File: config.mk
export PLATFORM = sky130hd
export DESIGN_NAME = phase_shed_ramp_config_reg
export DESIGN_NICKNAME = d
export VERILOG_FILES = /design/src/hw/phase_shed_pkg.sv /design/src/hw/cfg_page_if.sv /design/src/hw/phase_shed_ramp_config_reg.sv /design/src/hw/phase_shed_ctrl.sv
export VERILOG_INCLUDE_DIRS = /design/src /design/src/hw
export SDC_FILE = /design/constraint.sdc
export NUM_CORES = 1
export LEC_CHECK = 0
export BUFFER_PORTS_ARGS = -buffer_cell sky130_fd_sc_hd__buf_2
export CORE_UTILIZATION = 45
export CTS_BUF_LIST = sky130_fd_sc_hd__clkbuf_16
export CTS_CLUSTER_DIAMETER = 50
export CTS_CLUSTER_SIZE = 40
export DETAILED_ROUTE_END_ITERATION = 10
export GPL_TIMING_DRIVEN = 1
export PLACE_DENSITY = 0.65
export SLEW_MARGIN = 0
export SYNTH_ARGS = -nofsm -noshare
export SYNTH_HDL_FRONTEND = slang
export SYNTH_SLANG_ARGS = --single-unit
File: constraint.sdc
create_clock -name clk -period 3.9 [get_ports clk]
set_input_delay 0.78 -clock clk [delete_from_list [all_inputs] [get_ports clk]]
set_output_delay 0.78 -clock clk [all_outputs]
set_load 0.02 [all_outputs]
File: src/hw/phase_shed_regs.svh
// offsets, field positions, reset values and timing counts
`ifndef PHASE_SHED_REGS_SVH
`define PHASE_SHED_REGS_SVH
`define CFG_CMD_CODE 8'hDE
`define CFG_PAGE_A 8'h00
`define CFG_PAGE_B 8'h01
`define CFG_RESET_WORD 16'h0000
// bits that exist on the first page only
`define CFG_PAGE0_ONLY_MASK 16'hFC00
`define FLD_TRIM65_LSB 14
`define FLD_TRIM54_LSB 12
`define FLD_TRIM43_LSB 10
`define FLD_TRIM32_LSB 8
`define FLD_SHED_EN 7
`define FLD_USR_RAMP_LSB 5
`define FLD_TWO_PH_RAMP 4
`define FLD_ONE_PH_RAMP 3
`define FLD_RAMP_LSB 0
`define RAMP_STEP_MV 40
`define RAMP_TWO_PH_MV 120
`define RAMP_ONE_PH_MV 80
`define TRIM_STEP_A 2
`define TRIM_BASE_A 2
`define CLK_MHZ 250
`define DROP_DELAY_NS 85000
`endif

File: src/hw/phase_shed_pkg.sv
// types shared by the configuration register and the phase controllers
package phase_shed_pkg;
  typedef struct packed {
    logic [1:0] dropTrimSixToFive;
    logic [1:0] dropTrimFiveToFour;
    logic [1:0] dropTrimFourToThree;
    logic [1:0] dropTrimThreeToTwo;
    logic sheddingEnable;
    logic [1:0] undershootRampOverride;
    logic twoPhaseRampOverride;
    logic singlePhaseRampOverride;
    logic [2:0] baseRamp;
  } cfg_word_t;
endpackage

File: src/hw/cfg_page_if.sv
// one page copy of the configuration word, passed to a phase controller
`timescale 1ns/1ps
`default_nettype none
interface cfg_page_if;
  import phase_shed_pkg::*;
  cfg_word_t cfg;
  logic loaded;
  modport src (output cfg, output loaded);
  modport snk (input cfg, input loaded);
endinterface
`default_nettype wire

File: src/hw/phase_shed_ramp_config_reg.sv
// paged phase shedding and ramp configuration register with its controllers
// ------------------------------------------------------------------
// Notes on behaviour
// word reads and writes only, bytes refused
// page 00h reaches the first channel copy
// page 01h reaches the second channel copy
// bits 15:14 trim six-to-five drop, page zero
// bits 13:12 trim five-to-four drop, page zero
// bits 11:10 trim four-to-three drop, page zero
// bits 9:8 trim three-to-two drop, both pages
// average current compared against peak-efficiency based threshold
// bit 7 enables phase shedding
// bits 6:5 set undershoot ramp amplitude
// bit 4 forces 120 mV with two phases
// bit 3 forces 80 mV with one phase
// bits 2:0 base ramp, 40 mV steps
// shedding off runs all available phases
// drop after 85 us below; add immediately
// add ascending, drop descending phase numbers
// both copies loaded from nonvolatile store first
// ------------------------------------------------------------------
`timescale 1ns/1ps
`default_nettype none
`include "phase_shed_regs.svh"
module phase_shed_ramp_config_reg
  import phase_shed_pkg::*;
#(
  parameter int PHASES_A = 6,
  parameter int PHASES_B = 2,
  parameter int CUR_W = 10,
  parameter int DROP_CYCLES = `DROP_DELAY_NS * `CLK_MHZ / 1000
) (
  // clock and reset
  input wire logic clk,
  input wire logic rst_n,
  // management bus command port
  input wire logic [7:0] cmdCode,
  input wire logic [7:0] page,
  input wire logic wrWord,
  input wire logic rdWord,
  input wire logic byteAccess,
  input wire logic [15:0] wrData,
  output logic [15:0] rdData_r,
  output logic rdValid_r,
  output logic accessRefused_r,
  // nonvolatile defaults
  input wire logic nvmLoad,
  input wire logic [15:0] nvmWordA,
  input wire logic [15:0] nvmWordB,
  // first channel
  input wire logic [CUR_W-1:0] peakEffCurrentA,
  input wire logic [CUR_W-1:0] avgCurrentA,
  input wire logic peakOverAddA,
  input wire logic [1:0] dropTrimTwoToOneA,
  input wire logic undershootLevel1A,
  output logic [PHASES_A-1:0] phaseEnableA_r,
  output logic [8:0] rampMvA_r,
  // second channel
  input wire logic [CUR_W-1:0] peakEffCurrentB,
  input wire logic [CUR_W-1:0] avgCurrentB,
  input wire logic peakOverAddB,
  input wire logic [1:0] dropTrimTwoToOneB,
  input wire logic undershootLevel1B,
  output logic [PHASES_B-1:0] phaseEnableB_r,
  output logic [8:0] rampMvB_r
);
  logic [1:0] rstSync_r;
  logic rstSync_n;
  logic [15:0] wordA_r;
  logic [15:0] wordB_r;
  logic loaded_r;
  logic hit;
  logic pageA;
  logic pageB;
  logic [15:0] wrMasked;
  logic wrHit;
  logic rdHit;
  logic pageOk;

  // ------------------------------------------------------------------
  // decode helpers
  // ------------------------------------------------------------------
  // a word strobe aimed at this register; byte and block forms never
  // qualify, so a short transfer cannot leave half a word behind
  function automatic logic wordStrobe(input logic [7:0] code,
      input logic strobe, input logic isByte);
    wordStrobe = code == `CFG_CMD_CODE && strobe && !isByte;
  endfunction

  // only the two channel pages are backed by storage
  function automatic logic pageBacked(input logic [7:0] pg);
    pageBacked = pg == `CFG_PAGE_A || pg == `CFG_PAGE_B;
  endfunction

  // bits that a page copy really holds; the rest read back as zero
  function automatic logic [15:0] pageMask(input logic [7:0] pg);
    if (pg == `CFG_PAGE_A) pageMask = 16'hFFFF;
    else pageMask = ~`CFG_PAGE0_ONLY_MASK;
  endfunction

  // a strobe that the register turns away
  function automatic logic refusedAccess(input logic isWrite,
      input logic isByte, input logic known, input logic ready);
    refusedAccess = isByte || !known || (isWrite && !ready);
  endfunction

  // ------------------------------------------------------------------
  // reset release
  // ------------------------------------------------------------------
  always_ff @(posedge clk or negedge rst_n) begin
    if (!rst_n) rstSync_r <= 2'h0;
    else rstSync_r <= {rstSync_r[0], 1'b1};
  end
  assign rstSync_n = rstSync_r[1];

  // ------------------------------------------------------------------
  // decode
  // ------------------------------------------------------------------
  assign hit = cmdCode == `CFG_CMD_CODE;
  assign pageA = page == `CFG_PAGE_A;
  assign pageB = page == `CFG_PAGE_B;
  assign pageOk = pageBacked(page);
  assign wrHit = wordStrobe(cmdCode, wrWord, byteAccess);
  assign rdHit = wordStrobe(cmdCode, rdWord, byteAccess);
  // second copy has no storage for the upper trims
  assign wrMasked = wrData & pageMask(page);

  // ------------------------------------------------------------------
  // storage: nvm load wins over a bus write in the same cycle
  // ------------------------------------------------------------------
  // writes wait for the stored defaults, so a host cannot race the load
  always_ff @(posedge clk or negedge rstSync_n) begin
    if (!rstSync_n) wordA_r <= `CFG_RESET_WORD;
    else if (nvmLoad) wordA_r <= nvmWordA;
    else if (loaded_r && wrHit && pageA) wordA_r <= wrData;
  end

  always_ff @(posedge clk or negedge rstSync_n) begin
    if (!rstSync_n) wordB_r <= `CFG_RESET_WORD;
    else if (nvmLoad) wordB_r <= nvmWordB & pageMask(`CFG_PAGE_B);
    else if (loaded_r && wrHit && pageB) wordB_r <= wrMasked;
  end

  always_ff @(posedge clk or negedge rstSync_n) begin
    if (!rstSync_n) loaded_r <= 1'b0;
    else if (nvmLoad) loaded_r <= 1'b1;
  end

  // ------------------------------------------------------------------
  // read answer and refusal flag
  // ------------------------------------------------------------------
  always_ff @(posedge clk or negedge rstSync_n) begin
    if (!rstSync_n) rdValid_r <= 1'b0;
    else rdValid_r <= rdHit && pageOk;
  end

  // read data holds until the next read of this register; a read of an
  // unbacked page answers nothing and clears the data word
  always_ff @(posedge clk or negedge rstSync_n) begin
    if (!rstSync_n) rdData_r <= 16'h0000;
    else if (rdHit && pageA) rdData_r <= wordA_r;
    else if (rdHit && pageB) rdData_r <= wordB_r;
    else if (rdHit) rdData_r <= 16'h0000;
  end

  // refused: byte access, an unsupported page, or a write before load;
  // the flag is a one-cycle pulse, so the host must sample it at once
  always_ff @(posedge clk or negedge rstSync_n) begin
    if (!rstSync_n) accessRefused_r <= 1'b0;
    else accessRefused_r <= hit && (wrWord || rdWord)
        && refusedAccess(wrWord, byteAccess, pageOk, loaded_r);
  end

  // ------------------------------------------------------------------
  // channel controllers
  // ------------------------------------------------------------------
  // both copies share one load flag: neither channel decides on the
  // reset word while the other already runs on stored defaults
  cfg_page_if cfgA ();
  cfg_page_if cfgB ();
  assign cfgA.cfg = cfg_word_t'(wordA_r);
  assign cfgA.loaded = loaded_r;
  assign cfgB.cfg = cfg_word_t'(wordB_r);
  assign cfgB.loaded = loaded_r;

  phase_shed_ctrl #(
    .MAX_PHASES(PHASES_A),
    .CUR_W(CUR_W),
    .DROP_CYCLES(DROP_CYCLES)
  ) ctrlA (
    .clk(clk),
    .rstSync_n(rstSync_n),
    .page(cfgA),
    .peakEffCurrent(peakEffCurrentA),
    .avgCurrent(avgCurrentA),
    .peakOverAdd(peakOverAddA),
    .dropTrimTwoToOne(dropTrimTwoToOneA),
    .undershootLevel1(undershootLevel1A),
    .phaseEnable_r(phaseEnableA_r),
    .rampMv_r(rampMvA_r)
  );

  phase_shed_ctrl #(
    .MAX_PHASES(PHASES_B),
    .CUR_W(CUR_W),
    .DROP_CYCLES(DROP_CYCLES)
  ) ctrlB (
    .clk(clk),
    .rstSync_n(rstSync_n),
    .page(cfgB),
    .peakEffCurrent(peakEffCurrentB),
    .avgCurrent(avgCurrentB),
    .peakOverAdd(peakOverAddB),
    .dropTrimTwoToOne(dropTrimTwoToOneB),
    .undershootLevel1(undershootLevel1B),
    .phaseEnable_r(phaseEnableB_r),
    .rampMv_r(rampMvB_r)
  );
endmodule
`default_nettype wire

File: src/hw/phase_shed_ctrl.sv
// per-channel phase count and ramp amplitude selection
`timescale 1ns/1ps
`default_nettype none
`include "phase_shed_regs.svh"
module phase_shed_ctrl
  import phase_shed_pkg::*;
#(
  parameter int MAX_PHASES = 6,
  parameter int CUR_W = 10,
  parameter int DROP_CYCLES = 21250
) (
  // clock and synchronised reset
  input wire logic clk,
  input wire logic rstSync_n,
  // configuration page
  cfg_page_if.snk page,
  // current sense, amperes
  input wire logic [CUR_W-1:0] peakEffCurrent,
  input wire logic [CUR_W-1:0] avgCurrent,
  input wire logic peakOverAdd,
  input wire logic [1:0] dropTrimTwoToOne,
  input wire logic undershootLevel1,
  // results
  output logic [MAX_PHASES-1:0] phaseEnable_r,
  output logic [8:0] rampMv_r
);
  localparam int CNT_W = $clog2(MAX_PHASES + 1);
  localparam int TH_W = CUR_W + 4;
  localparam int TMR_W = $clog2(DROP_CYCLES + 1);

  // threshold = mult * ieff - 2 A + 2 A * trim, floored at zero
  function automatic logic [TH_W-1:0] dropThreshold(
      input logic [2:0] mult, input logic [CUR_W-1:0] ieff,
      input logic [1:0] trim);
    logic [TH_W+1:0] sum;
    sum = (TH_W+2)'(mult) * (TH_W+2)'(ieff)
        + (TH_W+2)'(trim) * (TH_W+2)'(`TRIM_STEP_A);
    if (sum < (TH_W+2)'(`TRIM_BASE_A)) dropThreshold = '0;
    else dropThreshold = TH_W'(sum - (TH_W+2)'(`TRIM_BASE_A));
  endfunction

  logic [CNT_W-1:0] count_r;
  logic [TMR_W-1:0] dropTmr_r;
  logic [1:0] trimSel;
  logic [TH_W-1:0] thr;
  logic belowDrop;
  logic shedding;

  // the trim for leaving n phases is the field of the n-to-(n-1) step;
  // compared as int so a narrow counter cannot alias an upper step code
  always_comb begin
    unique case (int'(count_r))
      6: trimSel = page.cfg.dropTrimSixToFive;
      5: trimSel = page.cfg.dropTrimFiveToFour;
      4: trimSel = page.cfg.dropTrimFourToThree;
      3: trimSel = page.cfg.dropTrimThreeToTwo;
      default: trimSel = dropTrimTwoToOne;
    endcase
  end

  assign thr = dropThreshold(3'(count_r - CNT_W'(1)), peakEffCurrent,
                             trimSel);
  assign belowDrop = TH_W'(avgCurrent) < thr;
  // no decision until the stored copy has been loaded
  assign shedding = page.loaded && page.cfg.sheddingEnable;

  // ------------------------------------------------------------------
  // phase count
  // ------------------------------------------------------------------
  always_ff @(posedge clk or negedge rstSync_n) begin
    if (!rstSync_n) begin
      count_r <= CNT_W'(MAX_PHASES);
      dropTmr_r <= '0;
    end else if (!shedding) begin
      count_r <= CNT_W'(MAX_PHASES);
      dropTmr_r <= '0;
    end else if (peakOverAdd) begin
      dropTmr_r <= '0;
      if (count_r < CNT_W'(MAX_PHASES)) count_r <= count_r + CNT_W'(1);
    end else if (count_r > CNT_W'(1) && belowDrop) begin
      if (dropTmr_r >= TMR_W'(DROP_CYCLES - 1)) begin
        count_r <= count_r - CNT_W'(1);
        dropTmr_r <= '0;
      end else begin
        dropTmr_r <= dropTmr_r + TMR_W'(1);
      end
    end else begin
      dropTmr_r <= '0;
    end
  end

  // phases 1..count are on: add upward, shed from the top
  always_ff @(posedge clk or negedge rstSync_n) begin
    if (!rstSync_n) phaseEnable_r <= '0;
    else if (!page.loaded) phaseEnable_r <= '0;
    else
      for (int i = 0; i < MAX_PHASES; i++)
        phaseEnable_r[i] <= (CNT_W'(i) < count_r);
  end

  // ------------------------------------------------------------------
  // ramp amplitude
  // ------------------------------------------------------------------
  always_ff @(posedge clk or negedge rstSync_n) begin
    if (!rstSync_n) rampMv_r <= '0;
    else if (!page.loaded) rampMv_r <= '0;
    else if (undershootLevel1 && page.cfg.undershootRampOverride != 2'h0)
      rampMv_r <= 9'(page.cfg.undershootRampOverride) * 9'(`RAMP_STEP_MV);
    else if (count_r == CNT_W'(2) && page.cfg.twoPhaseRampOverride)
      rampMv_r <= 9'(`RAMP_TWO_PH_MV);
    else if (count_r == CNT_W'(1) && page.cfg.singlePhaseRampOverride)
      rampMv_r <= 9'(`RAMP_ONE_PH_MV);
    else
      rampMv_r <= (9'(page.cfg.baseRamp) + 9'h001) * 9'(`RAMP_STEP_MV);
  end
endmodule
`default_nettype wire

# --- After elaboration in Yosys (flattened, before gate mapping) ---
# Cells that the tools add are included.
word_totals:
  reg_bits: 114
  out_inout_bits: 44
  in_bits: 118
  elab_cells: 148
classes:
  addsub: 13
  bitwise: 1
  n_reduce_logical: 38
  n_mux: 40
  n_mul: 6
  n_eq_ne: 17
  order_cmp: 18
ops:
  columns: ["cell", "n"]
  rows:
  - ["2-to-1 mux 16 bit", 8]
  - ["2-to-1 mux 15 bit", 8]
  - ["2-to-1 mux 9 bit", 8]
  - ["< comparator 16 x 2 -> 1 bit (second input constant)", 2]
  - ["adder 15 x 1 -> 15 bit (second input constant)", 2]
  - ["greater-or-equal comparator 15 bit (second input constant)", 2]
  - ["adder 13 x 3 -> 14 bit", 2]
  - ["< comparator 10 x 14 -> 1 bit", 2]
  - ["2-to-1 mux 14 bit", 2]
  - ["subtractor 14 x 2 -> 14 bit (second input constant)", 2]
  - ["multiplier 3 x 10 -> 13 bit", 2]
  - ["logical AND 1 bit", 23]
  - ["multiplier 9 x 3 -> 6 bit (second input constant)", 2]
  - ["!= test 3 bit (second input constant)", 6]
  - ["AND 16 bit", 1]
  - ["2-to-1 mux 3 bit", 5]
  - ["2-to-1 mux 2 bit", 7]
  - ["multiplier 2 x 3 -> 5 bit (second input constant)", 2]
  - ["== test 3 bit (second input constant)", 3]
  - ["adder 3 x 1 -> 4 bit (second input constant)", 2]
  - ["== test 8 x 1 -> 1 bit (second input constant)", 1]
  - ["== test 8 bit (second input constant)", 1]
  - ["zero test 8 bit", 1]
  - ["case mux 2 bit (4 select lines)", 1]
  - ["23 further kinds", 38]

# --- Depth between registers and ports, before layout ---
# Gate-level depths: netlist of run 1.
depth:
  depth_word: 10
  ltp_mapped: 30
  ltp_nobuf: 28

# --- By module ---
# From an unflattened synthesis of run 1, not the netlist that was laid out.
hier_totals:
  cells_unflattened: 983
  hier_area_um2: 8877.3
modules_own_cells:
  columns: ["mod", "cells_per_inst", "area_per_inst_um2", "seq_area_each_um2", "instances"]
  rows:
  - ["phase_shed_ctrl at ctrlA", 374, 3224.3, 753.2, 1]
  - ["phase_shed_ctrl at ctrlB", 332, 2924.1, 626.9, 1]
  - ["phase_shed_ramp_config_reg", 277, 2728.9, 1326.3, 1]

# --- Worst setup path before layout of run 1 ---
# No wires, ideal clock.
synth_path:
  path_kind: "reg2reg"
  start: "reg ctrlA.count_r[1]"
  end: "reg ctrlA.count_r[1]"
  path_buffers: 1
  stages_incl_launch_ff: 27
  period_less_slack_ns: 6.286
  setup_time_ns: 0.078
  slack_ns: -2.386
  required_ns: 3.822
  t_arrival_ns: 6.208
  path_cell_list: "dfstp_2 inv_1 ha_1 clkbuf_1 nand2b_1 fa_1 fa_1 inv_1 ha_1 inv_1 fa_1 nor2b_1 o21a_1 o32a_1 o21ai_0 nand4b_1 a211o_1 nand2_1 ha_1 a21o_1 a21o_1 a21oi_1 a22oi_1 or2_2 o311a_1 or3b_1 a31o_1"
synth_between:
  elab_chain_len: 9
  elab_cells_between_ends: 24
  classes_between: "4 x add/sub; 1 x mul; 4 x order compare; 6 x eq/ne; 7 x mux; 2 x reduce/logical"
synth_rtl:
  columns: ["element", "line", "source"]
  rows:
  - ["from (decl)", "phase_shed_ctrl.sv:42", "logic [CNT_W-1:0] count_r;"]
  - ["from (signal assigned)", "phase_shed_ctrl.sv:72", "count_r <= CNT_W'(MAX_PHASES);"]
  - ["from (signal assigned)", "phase_shed_ctrl.sv:75", "count_r <= CNT_W'(MAX_PHASES);"]
  - ["from (signal assigned)", "phase_shed_ctrl.sv:79", "if (count_r < CNT_W'(MAX_PHASES)) count_r <= count_r + CNT_W'(1);"]
  - ["subtractor 3 x 1 -> 3 bit, or another cell as far along", "phase_shed_ctrl.sv:61, phase_shed_ctrl.sv:82", null]
  - ["multiplier 3 x 10 -> 13 bit or case mux 2 bit (4 select lines) (tied branches)", "phase_shed_ctrl.sv:36, phase_shed_ctrl.sv:52", null]
  - ["adder 13 x 3 -> 14 bit", "phase_shed_ctrl.sv:36", "sum = (TH_W+2)'(mult) * (TH_W+2)'(ieff)"]
  - ["subtractor 14 x 2 -> 14 bit or < comparator 16 x 2 -> 1 bit (tied branches)", "phase_shed_ctrl.sv:39, phase_shed_ctrl.sv:38", null]
  - ["2-to-1 mux 14 bit", "phase_shed_ctrl.sv:38", "if (sum < (TH_W+2)'(`TRIM_BASE_A)) dropThreshold = '0;"]
  - ["< comparator 10 x 14 -> 1 bit", "phase_shed_ctrl.sv:63", "assign belowDrop = TH_W'(avgCurrent) < thr;"]
  - ["logical AND 1 bit", "phase_shed_ctrl.sv:80", "end else if (count_r > CNT_W'(1) && belowDrop) begin"]
  - ["!= test 3 bit (no source line)", null, null]
  - ["AND reduction 3 bit (no source line)", null, null]
# Parallel ways exist; a longest one is shown, timed or not. The select of a mux whose other input is x is not followed.
# A chain may end at the register's enable or synchronous reset.

# --- Final worst setup path of run 1 ---
# Ends and elaborated chain as after synthesis.

==> results of run 1 <==
==> layout by cell type, fill, tap and decap left out, types with 32 or more instances in the layout <==
master	count
nor2_1	66
buf_2	150
o21ai_0	37
mux2i_1	48
ha_1	73
nand2_1	106
nor2b_1	41
buf_4	165
inv_1	32
dfrtp_1	104
==> path summary, 6_finish.rpt <==
check | startpoint | to | cells after the start
hold / removal | rst_n | rstSync_r[1]$_DFF_PN0_ | 1
setup / recovery | ctrlA.count_r[1]$_DFFE_PN1P_ | ctrlA.count_r[1]$_DFFE_PN1P_ | 29
hold reg to reg | rstSync_r[0]$_DFF_PN0_ | rstSync_r[1]$_DFF_PN0_ | 0
setup reg to reg | ctrlA.count_r[1]$_DFFE_PN1P_ | ctrlA.count_r[1]$_DFFE_PN1P_ | 29
max in group asynchronous | rstSync_r[1]$_DFF_PN0_ | ctrlA.count_r[1]$_DFFE_PN1P_ | 1
min in group clk | rstSync_r[0]$_DFF_PN0_ | rstSync_r[1]$_DFF_PN0_ | 0
==> power groups by stage <==
| stage | clock [mW] | combinational [mW] | sequential, mW |
|---|---|---|---|
| after floorplan | 0 | 0.847 | 1.27 |
| after global placement | 0 | 1.42 | 1.25 |
| after detailed placement | 0 | 1.44 | 1.26 |
| after CTS | 0.873 | 1.64 | 1.23 |
| after global routing | 0.920 | 1.96 | 1.24 |
| final | 0.859 | 1.80 | 1.23 |
==> per-stage QoR <==
step / TNS (ns) / cell area [um2]
after global routing: -69.06 / 11500
after CTS: -57.47 / 11300
after floorplan: -56.97 / 8740
after global placement: -59.61 / 10600
after detailed placement: -62.78 / 10600
final: -61.01 / 11500
==> logic make-up after synthesis <==
| kind of cell | count (synthesis) | share of synthesized area (%) |
|---|---|---|
| simple gates | 371 | 21.7 |
| xor+xnor | 50 | 5.17 |
| fa+ha+maj | 106 | 17.6 |
| buf+inv | 76 | 3.72 |
| flops | 108 | 31.9 |
| mux | 49 | 5.80 |
| other cells | 2 | 0.0886 |
| compound gates | 178 | 14.0 |
==> sequential cells by signal, indices dropped and copies added, names as in the netlist, 3 cells and up <==
signal / count
cfgA.cfg: 16
cfgB.cfg: 16
rdData_r: 16
ctrlA.dropTmr_r: 15
ctrlB.dropTmr_r: 15
ctrlA.phaseEnable_r: 6
ctrlA.rampMv_r: 6
ctrlB.rampMv_r: 6
ctrlA.count_r: 3
==> what timing repair did <==
item | CTS | global route
resized for setup | 32 | 49
setup buffers | 27 | 7
pin swaps | 20 | 32
cloned | 1 | 1
setup endpoints to repair | 35 | 35
hold buffers | 0 | 0
==> cell type report <==
type | instances | area (um2) | share of cell area (%)
multi-input combinational | 761 | 6010 | 52.2
sequential | 108 | 2710 | 23.5
timing repair buffer | 322 | 2100 | 18.2
tap | 229 | 287 | 2.49
clock buffer | 9 | 225 | 1.95
inverter | 36 | 143 | 1.24
clock inverter | 7 | 45.0 | 0.391
antenna | 1 | 2.50 | 0.0217
==> critical path: cells and delay by family (launching register included) <==
kind,cells,cell delay (ns)
compound gates,5,1.22
xor+xnor,2,0.29
fa+ha+maj,4,1.23
buf+inv,14,1.74
flops,1,0.55
mux,1,0.11
simple gates,3,0.57
==> layer usage <==
layer	track usage (%)	up-vias	routed length (um)
li1	-	3870	-
met1	31.5	3664	10300
met2	38.1	202	10900
met3	4.06	33	1080
met4	6.78	4	444
met5	0	-	23
==> results by group, run 1 <==
Finish
  • Fin util: a little over three fifths
  • Area delta synth->final: 36.0%
  • Share of cells above drive strength 1: a little over a third
  • Finished Layout Cells: around 1.5k
  • FILL cells: about 1.5k
  • Fin nets: roughly 1.5k

Worst setup path
  • Crit-path max cell delay: 0.55 ns
  • Slowest CP cell: dfstp_2
  • Worst setup SP type: flip-flop
  • Crit path top cell by count: buf_4
  • WP data required: between 4 and 5 ns
  • R2R setup slack: -1.87 ns
  • Worst setup path class: reg -> reg
  • Crit Path Max Fanout: 5
  • Setup crit end kind: flip-flop
  • Critical path arrival: 6.05 ns

Place
  • Placed Cells incl. Taps: roughly 1.4k
  • Pre-CTS setup slack: -1.93 ns
  • DP HPWL: approximately 17,000 um
  • Port Buffer Count: between 100 and 150
  • GPL Wtd Cong: 0.963

Clock network
  • Cts bufs inserted: 9
  • Sink Count: approximately 110
  • Max clock buf depth: 2
  • CTS tree: built
  • CTS H-tree depth: 3
  • CTS clk-pin slew, worst paths: approximately 0.08 ns
  • Skew-Pair Late Insertion Delay: ~0.36 ns
  • CTS root buf: clkbuf_16

Die
  • Die width: around 140 um
  • Starting Density: between 40% and 50%
  • Core ar.: about 0.018 mm2
  • Site Rows: 49
  • Die area: a little under 0.02 mm2
  • Boundary Pins: roughly 160
  • Die extent in y: 139 um

Detailed routing
  • WL per Instance: roughly 15 um
  • DRT Wirelength: 22,700 um
  • Vias per cell: between 5 and 6
  • DRC viols: 7
  • Drt first pass iters: 9
  • Post-route ant nets: 0
  • Vias: between 7k and 8k
  • Starting DRT DRC Count: between 300 and 400

Pwr
  • Sequential share of power: a little under a third
  • Maximum VDD drop: approximately 0.21 mV
  • Switching Power: 1.38 mW
  • Sw Ratio: between 30% and 40%
  • Combinational power share: about 46%
  • P_int: 2.52 mW
  • Clock power frac: 22.0%
  • Power Density: 338 mW/mm2
  • PnR Total Power: slightly below 4 mW
  • Leak: 5.73 nW

Synthesis
  • Netlist cell types: between 60 and 70
  • Sequential-to-total area share from yosys stat: a little under a third
  • Top cells by count, synth: 111 x nand2_1, 105 x dfrtp_1, 88 x nor2_1
  • Post-synth top area share: between 30% and 40%
  • Gate Count Post-Synth: 940
  • EDFF count, synth: 0
  • Synth Flop Type: dfrtp_1
  • Avg Synthesized Cell Area: 9.02 um2
  • FFs w/ async S/R, synth: 100%
  • Synthesis-stage register bit count: 108
  • Cell with the most instances after synthesis: nand2_1
  • Post-Syn Area: 0.00848 mm2
  • Largest cells by area after synthesis: dfrtp_1 31%, ha_1 12%, mux2i_1 5.7%
  • Yosys Warn Count: 0
  • Post-synth top area cell: dfrtp_1

Flow run
  • Max cap viols: 0

Timing
  • Fin worst setup slack: -1.87 ns
  • Post-layout min period: slightly below 6 ns
  • Hold Slack: 0.188 ns
  • RSZ-0062 raised after global routing: true
  • Slew headroom: 46.1%
  • Number of max-slew violations in the final report: 0
  • Worst clock skew: ~0.016 ns
  • Setup violators final: 35
  • Max Clock Freq: 173 MHz
  • Fin crit share: 148%
  • Hold Vio Cnt, Final: 0
  • Actual slew at the worst max-slew pin: between 0.8 and 0.9 ns

GRT
  • Global-route wire length before repair: about 36,000 um
  • Tot GR Track Use: between 20% and 30%
  • Vias in the first global route: roughly 7.5k
  • Largest net degree at the start of global routing: 55
  • Initial antenna violation count: 3
  • Grt ovf: 0

Worst hold path
  • Hold Path Class: in -> async

Outcome
  • Failing checks: design-rule violations, negative setup slack
  • Status: finished, violations left
Note: power is estimated with default switching activity, not from simulation.
==> run 2: changes to the inputs <==
CELL_PAD_IN_SITES_DETAIL_PLACEMENT = 0   (was default)
CELL_PAD_IN_SITES_GLOBAL_PLACEMENT = 1   (was default)
CORE_UTILIZATION = 30   (was 45)
CTS_CLUSTER_SIZE = 20   (was 40)
PLACE_DENSITY = 0.59   (was 0.65)
==> results by group, run 2 (same netlist as run 1, synthesis figures left out) <==
Finish
  • Most frequent cells in the layout: 155 x buf_4, 149 x buf_2, 104 x nand2_1, 104 x dfrtp_1, 64 x ha_1
  • Post-route cell area: 0.0119 mm2 (+3.5%)
  • Share of cells above drive strength 1: 37.1% (+1.9 points)
  • Area delta synth->final: 40.7%
  • Commonest non-fill, non-tap cell in the layout: buf_4
  • Fin nets: 1,451 (-0.75%)
  • Finished Layout Cells: 1,611 (+9.4%)

Die
  • Die width: 170 um (+22%)
  • Site Rows: 61 (+24%)
  • Core ar.: 0.0278 mm2 (+53%)
  • Boundary Pins: 162 (unchanged)
  • Die area: 0.0289 mm2 (+49%)
  • Die extent in y: 170 um (+22%)
  • Starting Density: 30.5% (-16 points)

Pwr
  • Clock power frac: 22.8% (+0.8 points)
  • Sequential share of power: 30.6% (-1.1 points)
  • Sw Ratio: 35.9% (+0.56 points)
  • Combinational power share: 46.6% (+0.3 points)
  • PnR Total Power: 4.03 mW (+3.4%)
  • Power Density: 338 mW/mm2 (about the same)
  • Switching Power: 1.45 mW (+5.1%)
  • P_int: 2.59 mW (+2.5%)
  • Leak: 5.70 nW (-0.68%)
  • Maximum VDD drop: 0.200 mV (-4.7%)

Detailed routing
  • Vias: 7,586 (-2.4%)
  • WL per Instance: 15.0 um (-2.7%)
  • Post-route ant nets: 0 (unchanged)
  • DRC viols: 0 (-7)
  • Vias per cell: 4.71 (-11%)
  • Starting DRT DRC Count: 266 (-13%)
  • DRT Wirelength: 24,100 um (+6.4%)
  • Drt first pass iters: 5 (-4)

Clock network
  • CTS tree: built
  • CTS H-tree depth: 3 (unchanged)
  • CTS clk-pin slew, worst paths: 0.09 ns (about the same)
  • Max clock buf depth: 2 (unchanged)
  • Skew-Pair Late Insertion Delay: 0.36 ns (about the same)
  • CTS root buf: clkbuf_16
  • Cts bufs inserted: 9 (unchanged)
  • Sink Count: 108 (unchanged)
  • CTS Hold Bufs: 0 (unchanged)

Worst setup path
  • Slowest CP cell: fa_1
  • Setup crit end kind: flip-flop
  • Worst setup SP type: flip-flop
  • WP data required: 4.18 ns (about the same)
  • Crit Path Max Fanout: 9 (+4)
  • Worst setup path class: reg -> reg
  • Crit-path max cell delay: 0.59 ns (+0.04 ns)
  • Critical path arrival: 5.99 ns (-0.06 ns)
  • Crit path top cell by count: buf_4
  • R2R setup slack: -1.81 ns (+0.06 ns)

Timing
  • Setup violators final: 35 (unchanged)
  • Hold Vio Cnt, Final: 0 (unchanged)
  • Fin worst setup slack: -1.81 ns (+0.0573 ns)
  • Actual slew at the worst max-slew pin: 1.17 ns (+0.361 ns)
  • Fin crit share: 146% (-1.5 points)
  • RSZ-0062 raised after global routing: true
  • Number of max-slew violations in the final report: 0 (unchanged)
  • Worst clock skew: 0.0130 ns (-0.00263 ns)
  • Post-layout min period: 5.71 ns (-0.0573 ns)
  • Max Clock Freq: 175 MHz (+1.0%)
  • Hold Slack: 0.183 ns (-0.00520 ns)
  • Slew headroom: 22.1% (-24 points)

GRT
  • Largest net degree at the start of global routing: 69 (+25%)
  • Vias in the first global route: 7,612 (+2.1%)
  • Global-route wire length before repair: 38,700 um (+6.4%)
  • Grt ovf: 0 (unchanged)
  • Tot GR Track Use: 16.9% (-6.3 points)
  • Initial antenna violation count: 2 (-1)

Outcome
  • Failing checks: negative setup slack
  • Status: finished, violations left

Place
  • DP HPWL: 18,600 um (+8.1%)
  • Dpl cell area: 0.0108 mm2 (+1.6%)
  • GPL Wtd Cong: 0.843 (-13%)
  • Placed Cells incl. Taps: 1,569 (+10%)
  • Port Buffer Count: 149 (unchanged)

Flow run
  • Max cap viols: 0 (unchanged)

Worst hold path
  • Hold Path Class: in -> async
## run 2: cell types whose count changed in the layout (fill, tap and decap cells not counted), sizes merged
cell and change:
clkinvlp -1, buf -12, clkinv +1, or3 +1
## run 2: metal layers
layer  GRT usage (%)  wire length [um]  up-vias
met5               0                10        -
met4            3.96               255        2
met3            2.72              1040       17
met2            26.7             10600      166
met1            24.1             12200     3551
li1                -                 -     3850
## run 2: through the flow
stage	utilization [%]	setup slack [ns]	setup TNS [ns]
floorplan	-	-1.87	-56.97
global placement	38.8	-1.93	-62.60
detailed placement	38.8	-1.98	-63.57
CTS	41.1	-1.77	-59.73
global route	42.9	-2.02	-65.54
finish	42.9	-1.81	-58.53
## run 2: path summary, 6_finish.rpt
path,end,startpoint,cells past startpoint
hold / removal,rstSync_r[1]$_DFF_PN0_,rst_n,1
min in group clk,rstSync_r[1]$_DFF_PN0_,rstSync_r[0]$_DFF_PN0_,0
setup reg to reg,ctrlA.count_r[1]$_DFFE_PN1P_,ctrlA.count_r[1]$_DFFE_PN1P_,28
setup / recovery,ctrlA.count_r[1]$_DFFE_PN1P_,ctrlA.count_r[1]$_DFFE_PN1P_,28
hold reg to reg,rstSync_r[1]$_DFF_PN0_,rstSync_r[0]$_DFF_PN0_,0
max in group asynchronous,ctrlA.rampMv_r[3]$_DFF_PN0_,rstSync_r[1]$_DFF_PN0_,1
## run 2: area by class of cell
cell class / count / area, um2
multi-input combinational: 762 / 6280
inverter: 36 / 143
tap: 378 / 473
timing repair buffer: 310 / 2020
fill: 2770 / 15900
antenna: 1 / 2.50
clock inverter: 7 / 65.1
sequential: 108 / 2710
clock buffer: 9 / 225
## run 2: power groups by stage
stage	Clock, mW	Combinational [mW]	Sequential (mW)
4_1_cts	0.954	1.67	1.23
3_3_place_gp	0	1.46	1.26
6_report	0.921	1.88	1.23
3_5_place_dp	0	1.46	1.26
2_1_floorplan	0	0.847	1.27
5_1_grt	1.00	2.08	1.24
## run 2: critical path: cells and delay by family, from the launching register on
kind,cells,cell delay [ns]
flops,1,0.56
xor+xnor,2,0.34
mux,1,0.11
simple gates,3,0.63
buf+inv,14,1.65
compound gates,4,1.08
fa+ha+maj,4,1.30
## run 2: what timing repair did
action	CTS	global route
endpoints found under the setup margin	35	35
endpoints found under the hold margin	0	0
gates resized for setup	33	99
buffers inserted	15	8
pin swaps	20	52
cloned	3	0
